[src/sqt_consts.svh]
// Address decode, field positions, terminal count value, widths and reset values of the interval timer
`ifndef SQT_CONSTS_SVH
`define SQT_CONSTS_SVH
`define SQT_ADDR_CMD      3'h0
`define SQT_ADDR_LEN_LO   3'h4
`define SQT_ADDR_LEN_HI   3'h5
`define SQT_CMD_POS       6
`define SQT_STAT_TIMER    6
`define SQT_MODE_POS      6
`define SQT_TERM_VALUE    14'h0002
`define SQT_LEN_RESET     8'h00
`define SQT_CNT_W         14
`define SQT_PINS_IDLE     14'h0700
`endif

[src/sqt_pkg.sv]
// Types shared by the interval timer: pin bundle, modes, commands and states
package sqt_pkg;
  typedef struct packed {
    logic       ale;
    logic       chip_sel;
    logic       io_sel;
    logic       rd_n;
    logic       wr_n;
    logic       timer_in;
    logic [7:0] ad;
  } sqt_pins_t;

  typedef enum logic [1:0] {
    WAVE_LOW_HALF = 2'h0,
    WAVE_SQUARE   = 2'h1,
    WAVE_ONE_PULSE = 2'h2,
    WAVE_PULSES   = 2'h3
  } sqt_mode_t;

  typedef enum logic [1:0] {
    CMD_NO_ACTION = 2'h0,
    CMD_STOP      = 2'h1,
    CMD_HALT_END  = 2'h2,
    CMD_START     = 2'h3
  } sqt_cmd_t;

  typedef enum logic [1:0] {
    ST_IDLE = 2'h0,
    ST_RUN  = 2'h1
  } sqt_state_t;
endpackage

[src/sqt_timer.sv]
// Square-wave interval timer with its count-length and command/status bus decode
`timescale 1ns/10ps
`include "sqt_consts.svh"

// Contract
// - Two mode bits select low-second-half, square wave, single pulse or repeated pulses.
// - Square-wave period equals the count length, reloaded at every terminal count.
// - Odd count: high first half is one count longer than low half.
// - High length byte holds two mode bits over six count bits; low byte eight.
// - Timer command in command register; code 00 leaves counting untouched.
// - Command 01 stops at once when running; when idle it only ends a terminal-count pulse.
// - Command 10 halts after the present terminal count; ignored when idle.
// - Command 11 when idle loads mode and length and starts counting.
// - Command 11 while running switches to new values at terminal count.
// - Length writes take effect only after a start command.
// - Reset stops counting without setting mode or count; start needed.
// - Counter steps by two and runs through the count twice per cycle.
// - Output waveform always spans exactly the programmed number of input pulses.
// - Low mode bit set repeats the waveform; clear gives one event.
// - Count field is 14 bits, 2H through 3FFFH, mode in bits 14-15.
// - Address low bits 100 select low length byte, 101 high byte.
// - Command bits 6-7 hold the timer command; command register at 000.
// - Status bit 6 latches at terminal count, clears on status read or reset.
module sqt_timer (
  input  wire logic             clk,        // 125 MHz system clock
  input  wire logic             rst,        // Synchronous reset, active high
  input  wire sqt_pkg::sqt_pins_t pins,     // Raw bus and timer-input pins
  output logic [7:0]            ad_out,     // Read data onto the address/data bus
  output logic                  ad_oe,      // High while the block drives the bus
  output logic                  timer_out   // Timer waveform output
);

  // Three-stage synchroniser; a change counts once stages two and three agree
  sqt_pkg::sqt_pins_t s1_q, s2_q, s3_q, flt_q;
  sqt_pkg::sqt_pins_t s1_d, s2_d, s3_d, flt_d;

  always_comb begin
    s1_d  = pins;
    s2_d  = s1_q;
    s3_d  = s2_q;
    // Per-bit filter: only bits on which stage two and three agree move
    flt_d = sqt_pkg::sqt_pins_t'((flt_q & (s2_q ^ s3_q)) | (s3_q & ~(s2_q ^ s3_q)));
  end

  always_ff @(posedge clk) begin
    // Reset to the idle pin levels, so the release makes no false strobe edge
    if (rst) begin
      s1_q  <= sqt_pkg::sqt_pins_t'(`SQT_PINS_IDLE);
      s2_q  <= sqt_pkg::sqt_pins_t'(`SQT_PINS_IDLE);
      s3_q  <= sqt_pkg::sqt_pins_t'(`SQT_PINS_IDLE);
      flt_q <= sqt_pkg::sqt_pins_t'(`SQT_PINS_IDLE);
    end else begin
      s1_q  <= s1_d;
      s2_q  <= s2_d;
      s3_q  <= s3_d;
      flt_q <= flt_d;
    end
  end

  // Edge strobes taken from the filtered levels
  logic ale_fall, rd_rise, wr_rise, tin_fall;
  assign ale_fall = ~flt_d.ale & flt_q.ale;
  assign rd_rise  = flt_d.rd_n & ~flt_q.rd_n;
  assign wr_rise  = flt_d.wr_n & ~flt_q.wr_n;
  assign tin_fall = ~flt_d.timer_in & flt_q.timer_in;

  // Bus state: address latch, held write data, length bytes, status flag
  logic [2:0]  addr_q, addr_d;
  logic        sel_q, sel_d;
  logic [7:0]  wdat_q, wdat_d;
  logic [7:0]  len_lo_q, len_lo_d;
  logic [7:0]  len_hi_q, len_hi_d;
  logic        stat_q, stat_d;
  logic [7:0]  rdat_q, rdat_d;

  // Timer state
  sqt_pkg::sqt_state_t st_q, st_d;
  sqt_pkg::sqt_mode_t  mode_q, mode_d;
  logic [`SQT_CNT_W-1:0] len_q, len_d;    // Active count length
  logic [`SQT_CNT_W-1:0] cnt_q, cnt_d;
  logic        half_q, half_d;            // 0 first half, 1 second half
  logic        start_pend_q, start_pend_d;
  logic        halt_pend_q, halt_pend_d;
  logic        pulse_q, pulse_d;          // Low pulse in pulse modes

  // Half loads: odd lengths round the first half up and the second down
  function automatic logic [`SQT_CNT_W-1:0] half_load(input logic [`SQT_CNT_W-1:0] l,
                                                       input logic second);
    half_load = second ? (l & ~`SQT_CNT_W'(1)) : (l + `SQT_CNT_W'(l[0]));
  endfunction

  logic                  wr_cmd, term;
  sqt_pkg::sqt_cmd_t     cmd;
  logic [`SQT_CNT_W-1:0] new_len;
  sqt_pkg::sqt_mode_t    new_mode;

  // Register file, command decode and timer sequencing in one next-state block
  always_comb begin
    addr_d       = addr_q;
    sel_d        = sel_q;
    wdat_d       = flt_q.wr_n ? wdat_q : flt_q.ad;
    len_lo_d     = len_lo_q;
    len_hi_d     = len_hi_q;
    stat_d       = stat_q;
    st_d         = st_q;
    mode_d       = mode_q;
    len_d        = len_q;
    cnt_d        = cnt_q;
    half_d       = half_q;
    start_pend_d = start_pend_q;
    halt_pend_d  = halt_pend_q;
    pulse_d      = pulse_q;
    new_len      = {len_hi_q[5:0], len_lo_q};
    new_mode     = sqt_pkg::sqt_mode_t'(len_hi_q[7:`SQT_MODE_POS]);
    cmd          = sqt_pkg::sqt_cmd_t'(wdat_q[7:`SQT_CMD_POS]);
    wr_cmd       = wr_rise & sel_q & (addr_q == `SQT_ADDR_CMD);
    term         = 1'b0;

    if (ale_fall) begin
      addr_d = flt_q.ad[2:0];
      sel_d  = flt_q.chip_sel & flt_q.io_sel;
    end
    // Length bytes only stage values; they reach the counter on start
    if (wr_rise & sel_q & (addr_q == `SQT_ADDR_LEN_LO)) len_lo_d = wdat_q;
    if (wr_rise & sel_q & (addr_q == `SQT_ADDR_LEN_HI)) len_hi_d = wdat_q;
    // Status read clears the flag at the end of the read strobe
    if (rd_rise & sel_q & (addr_q == `SQT_ADDR_CMD)) stat_d = 1'b0;

    // Any counting edge ends a terminal-count pulse, even after a one-shot went idle
    if (tin_fall) pulse_d = 1'b1;
    // Counting: one step of two per input pulse, twice per output cycle
    if (st_q == sqt_pkg::ST_RUN && tin_fall) begin
      if (cnt_q == `SQT_TERM_VALUE) begin
        if (!half_q) begin
          half_d = 1'b1;
          cnt_d  = half_load(len_q, 1'b1);
        end else begin
          term   = 1'b1;
          half_d = 1'b0;
          if (mode_q[1]) pulse_d = 1'b0;
          if (start_pend_q) begin
            mode_d       = new_mode;
            len_d        = new_len;
            cnt_d        = half_load(new_len, 1'b0);
            start_pend_d = 1'b0;
            halt_pend_d  = 1'b0;
          end else if (halt_pend_q || !mode_q[0]) begin
            st_d        = sqt_pkg::ST_IDLE;
            halt_pend_d = 1'b0;
          end else begin
            cnt_d = half_load(len_q, 1'b0);
          end
        end
      end else begin
        cnt_d = cnt_q - `SQT_CNT_W'(2);
      end
    end
    if (term) stat_d = 1'b1;

    // Timer commands; code 00 falls through untouched
    if (wr_cmd) begin
      unique case (cmd)
        sqt_pkg::CMD_NO_ACTION: ;
        sqt_pkg::CMD_STOP: begin
          st_d         = sqt_pkg::ST_IDLE;
          start_pend_d = 1'b0;
          halt_pend_d  = 1'b0;
          pulse_d      = 1'b1;
        end
        sqt_pkg::CMD_HALT_END: begin
          if (st_q == sqt_pkg::ST_RUN) halt_pend_d = 1'b1;
        end
        sqt_pkg::CMD_START: begin
          if (st_q == sqt_pkg::ST_RUN) begin
            start_pend_d = 1'b1;
          end else begin
            st_d    = sqt_pkg::ST_RUN;
            mode_d  = new_mode;
            len_d   = new_len;
            cnt_d   = half_load(new_len, 1'b0);
            half_d  = 1'b0;
            pulse_d = 1'b1;
          end
        end
      endcase
    end

    // Read data: status bit 6, or live counter with active mode bits.
    // The counter is always even, so bit 0 carries the first-half flag that lets
    // the host add the untouched second half to its remaining-count figure.
    unique case (addr_q)
      `SQT_ADDR_CMD:    rdat_d = {1'b0, stat_q, 6'h00};
      `SQT_ADDR_LEN_LO: rdat_d = {cnt_q[7:1], ~half_q};
      `SQT_ADDR_LEN_HI: rdat_d = {mode_q, cnt_q[`SQT_CNT_W-1:8]};
      default:          rdat_d = 8'h00;
    endcase
  end

  // Reset stops counting; mode, length and counter keep whatever they held
  always_ff @(posedge clk) begin
    if (rst) begin
      addr_q       <= 3'h0;
      sel_q        <= 1'b0;
      wdat_q       <= 8'h00;
      len_lo_q     <= `SQT_LEN_RESET;
      len_hi_q     <= `SQT_LEN_RESET;
      stat_q       <= 1'b0;
      st_q         <= sqt_pkg::ST_IDLE;
      start_pend_q <= 1'b0;
      halt_pend_q  <= 1'b0;
      pulse_q      <= 1'b1;
      half_q       <= 1'b0;
      rdat_q       <= 8'h00;
    end else begin
      addr_q       <= addr_d;
      sel_q        <= sel_d;
      wdat_q       <= wdat_d;
      len_lo_q     <= len_lo_d;
      len_hi_q     <= len_hi_d;
      stat_q       <= stat_d;
      st_q         <= st_d;
      start_pend_q <= start_pend_d;
      halt_pend_q  <= halt_pend_d;
      pulse_q      <= pulse_d;
      half_q       <= half_d;
      rdat_q       <= rdat_d;
    end
  end

  // Datapath registers without reset, so reset leaves mode and count unset
  always_ff @(posedge clk) begin
    mode_q <= mode_d;
    len_q  <= len_d;
    cnt_q  <= cnt_d;
  end

  // Output shaping: halves drive the wave modes, pulse flag the pulse modes
  logic out_d, out_q;
  always_comb begin
    if (st_q != sqt_pkg::ST_RUN) begin
      out_d = pulse_q;
    end else begin
      unique case (mode_q)
        sqt_pkg::WAVE_LOW_HALF,
        sqt_pkg::WAVE_SQUARE:    out_d = ~half_q;
        sqt_pkg::WAVE_ONE_PULSE,
        sqt_pkg::WAVE_PULSES:    out_d = pulse_q;
      endcase
    end
  end

  always_ff @(posedge clk) begin
    if (rst) begin
      out_q <= 1'b1;
    end else begin
      out_q <= out_d;
    end
  end

  assign timer_out = out_q;
  assign ad_out    = rdat_q;
  // Drive only while a selected read is in progress
  assign ad_oe     = ~flt_q.rd_n & sel_q;

endmodule

[config.mk]
export PLATFORM = sky130hd
export DESIGN_NAME = sqt_timer
export DESIGN_NICKNAME = d
export VERILOG_FILES = /design/src/sqt_pkg.sv /design/src/sqt_timer.sv
export VERILOG_INCLUDE_DIRS = /design/src
export SDC_FILE = /design/constraint.sdc
export NUM_CORES = 1
export LEC_CHECK = 0
export ABC_CLOCK_PERIOD_IN_PS = 3000
export BUFFER_PORTS_ARGS = -buffer_cell sky130_fd_sc_hd__buf_2
export CORE_ASPECT_RATIO = 1.25
export CORE_MARGIN = 2
export CORE_UTILIZATION = 61
export CTS_CLUSTER_DIAMETER = 60
export DETAILED_ROUTE_END_ITERATION = 7
export PLACE_DENSITY = 0.79
export REMOVE_ABC_BUFFERS = 1
export SYNTH_ARGS = -nofsm -noshare
export SYNTH_HDL_FRONTEND = slang
export SYNTH_SLANG_ARGS = --single-unit
[constraint.sdc]
create_clock -name clk -period 3 [get_ports clk]
set_input_delay 0.3 -clock clk [delete_from_list [all_inputs] [get_ports clk]]
set_output_delay 0.3 -clock clk [all_outputs]
set_load 0.1 [all_outputs]
==> impl_metrics.ini <==
[run_status]
outcome = finished clean

[placed_design]
place_ws_ps = 382
gp_congestion = 0.933
hpwlAfterDp_mm = 9.23
numPortBuffers = 25

[finish]
drive_gt1_share_pct = 15.1
multiInputGateArea_um2 = 2740
regArea_um2 = 2600
nFillCells = 640
syn_to_final_growth_pct = 18.2
n_antenna_cell = 0
nNetsFinal = 674

[sta]
rsz0062_at_grt = no
finalCritPeriodShare_pct = 88.1
period_minus_slack_ps = 2640
finalSetupViolCount = 0
relSlewSlack_pct = 42.0
finalMaxSlewViolations = 0
skew_ps = 6.71
setup-tns-final_ps = 0
worstMarginPinSlew_ps = 869
setup_slack_ps = 358
fmax_ghz = 0.378
hold_viol = 0

[floorplan]
die-width_um = 89.3
core.rowCount = 38
io_pins = 26
core_um2 = 8750
dieArea_um2 = 9890
die_h_um = 111
start_util_pct = 63.5

[cts]
h-tree-depth = 4
root_buffer = clkbuf_8
clock_sinks = 130
clk_latency_ps = 530
path_clk_slew_ps = 60
cts_tree = done
cts_buffer_depth = 2
cts_made_buffers = 17
cts_setup_buffers = 0
cts-resized-gates = 0

[global_route]
grt_overflow = 0
grt_pass1_vias = 4427
grt_max_degree = 49
grt.total_usage_pct = 29.0
grt_pass1_wl_mm = 22.0
antenna_found_initial = 0

[routing]
avgRoutedWirePerCell_um = 17.2
firstDrtPassIters = 6
drtIter0Drc = 310
vias = 4566
drc_errors = 0
antenna_left = 0
viasPerCell = 5.82
wirelength_mm = 13.5

[logic_synthesis]
synth-edff-count = 0
yosysTopAreaCell = dfxtp_1
synthXorXnorAreaFrac_pct = 2.84
synth-simple-area-share_pct = 21.2
netlist.area_leader.share_pct = 46.9
synth_compound_area_share_pct = 15.1
ys.warnings.count = 0
muxShareOfSynthArea_pct = 8.54
synth_adder_area_share_pct = 1.58
synth_area_per_cell_um2 = 9.15
synth_top_family_by_area = simple AND/OR/NAND/NOR gates
seq_area_frac_synth_pct = 46.9
syn-instance-count = 607
synth.area.top_cells = dfxtp_1 47%, mux2i_1 5.8%, nor2_1 4.5%
synth_ff_type = dfxtp_1
synth_seq_cells = 130
async_flop_share_pct = 0
netlist_area_um2 = 5550
ys_types = 64

[critical_path]
crit_path_cell_trace = or4_4, nand2b_4, or3_1, o21ai_4, mux2_2
slowest_delay_ps = 570
critPathLaunchType = flip-flop
endpoint_kind = flip-flop
cp_data_arrival_time_ps = 3060
cp_slowest_cell = or4_4
worstSetupPathType = reg2reg
crit_fanout = 16
worstPathRequired_ps = 3420

[hold_path]
worstHoldPathType = in2reg

[power]
p_leak_nw = 2.62
peakVddDrop_mv = 0.699
p_per_area_nw_per_um2 = 601

[job]
maxCapViolCount = 0
[flip-flops by register name (all words and copies together), names as in the netlist, 3 cells and up, named ones only]
register,count
wdat_q,8
flt_q,4
s3_q,14
cnt_q,14
addr_q,3
len_lo_q,8
len_q,14
len_hi_q,8
ad_out,8
s2_q,14
s1_q,14
[cell usage in the layout (no fill, tap or decap), types with 5 or more instances in the layout]
cell           synthesis  layout
dfxtp_1              130     130
nor2_1                67      67
nand2_1               41      41
o21ai_0               40      40
nor2b_1               38      38
a21oi_1               33      33
mux2i_1               32      32
buf_2                  2      25
buf_4                  1      18
clkbuf_16              0      16
inv_1                 15      15
nor3_1                15      15
nand3_1               14      14
dlygate4sd3_1          0      14
xnor2_1               11      11
nand4_1                9       9
or2_2                  9       9
mux2_4                 8       8
xor2_1                 7       7
o22ai_1                7       7
ha_1                   7       7
and3_1                 6       6
a221oi_1               6       6
or3_1                  5       5
nand2b_1               5       5
o31ai_1                5       5
[cells by family (layout without fill, tap and decap cells)]
kind of cell | count (synthesis) | after routing
DFF | 130 | 130
xor gates and xnor gates | 18 | 18
buffers and inverters | 47 | 104
AOI/OAI and AO/OA | 131 | 131
and+or+nand+nor | 231 | 231
muxes | 43 | 43
adders and majority gates | 7 | 7
[final timing paths]
path	from	end	depth (start not counted)	slack (ps)
hold reg to reg	s1_q[8]	s2_q[8]	1	410
hold / removal	rst	len_hi_q[5]	2	130
setup reg to reg	cnt_q[8]	len_q[1]	5	360
setup / recovery	cnt_q[8]	len_q[1]	5	360
[worst max-delay path: cells and delay by family, from the launching register on]
family           cells  cell delay (ps)
AO/OA/AOI/OAI        1              530
flip-flops           1              370
multiplexers         1              400
AND/OR/NAND/NOR      3             1220
[layer usage]
layer | part of all wire (%) | vias to the layer above | GRT usage [%]
met1 | 41 | 2172 | 34.2
met3 | 3.9 | 39 | 5.81
met2 | 52 | 120 | 50.0
met5 | 0 | - | 0
met4 | 3.2 | 0 | 11.7
li1 | - | 2235 | -
[power by group]
part | switching [mW] | total [mW] | internal, mW
Clock | 0.800 | 2.12 | 1.32
Combinational | 0.0297 | 0.0638 | 0.0341
Sequential | 0.0110 | 1.76 | 1.75
Total | 0.841 | 3.95 | 3.11
[per-stage QoR]
stage                     instances  area (um^2)  total power, mW  utilization (%)  hold slack, ps
after detailed placement        738         5810             1.85             66.4             397
after CTS                       784         6570             3.95             75.0             123
after global routing            784         6570             4.04             75.0             135
after global placement          738         5810             1.84             66.4             392
after floorplan                 575         5400             1.81                -             369
final                           784         6570             3.95             75.0             125
[what timing repair did]
item                                   4_1_cts  5_1_grt
hold buffers                                14        0
endpoints found under the hold margin       14        0
setup endpoints to repair                    0        0
[layout make-up]
| cell class | count | area share (%) |
|---|---|---|
| multi-input combinational | 430 | 41.8 |
| clock buffer | 19 | 6.73 |
| sequential | 130 | 39.6 |
| clock inverter | 13 | 2.61 |
| timing repair buffer | 57 | 6.10 |
| tap | 120 | 2.29 |
| inverter | 15 | 0.858 |
[cell usage after synthesis (2+ instances only)]
cell type,number
a211o_1,4
a211oi_1,3
a21oi_1,33
a221oi_1,6
a22oi_1,3
a311oi_1,2
a31oi_1,2
a32o_1,2
a32oi_1,3
and2_1,3
and3_1,6
and4_1,4
buf_1,2
buf_2,2
buf_6,2
clkbuf_1,24
dfxtp_1,130
ha_1,7
inv_1,15
mux2_2,3
mux2_4,8
mux2i_1,32
nand2_1,41
nand2b_1,5
nand3_1,14
nand4_1,9
nor2_1,67
nor2b_1,38
nor3_1,15
nor3b_1,2
nor4_1,4
o211ai_1,3
o21a_1,3
o21ai_0,40
o22ai_1,7
o311ai_0,2
o31ai_1,5
or2_2,9
or3_1,5
or4_1,2
xnor2_1,11
xor2_1,7
Power figures use the tool's default switching activity.
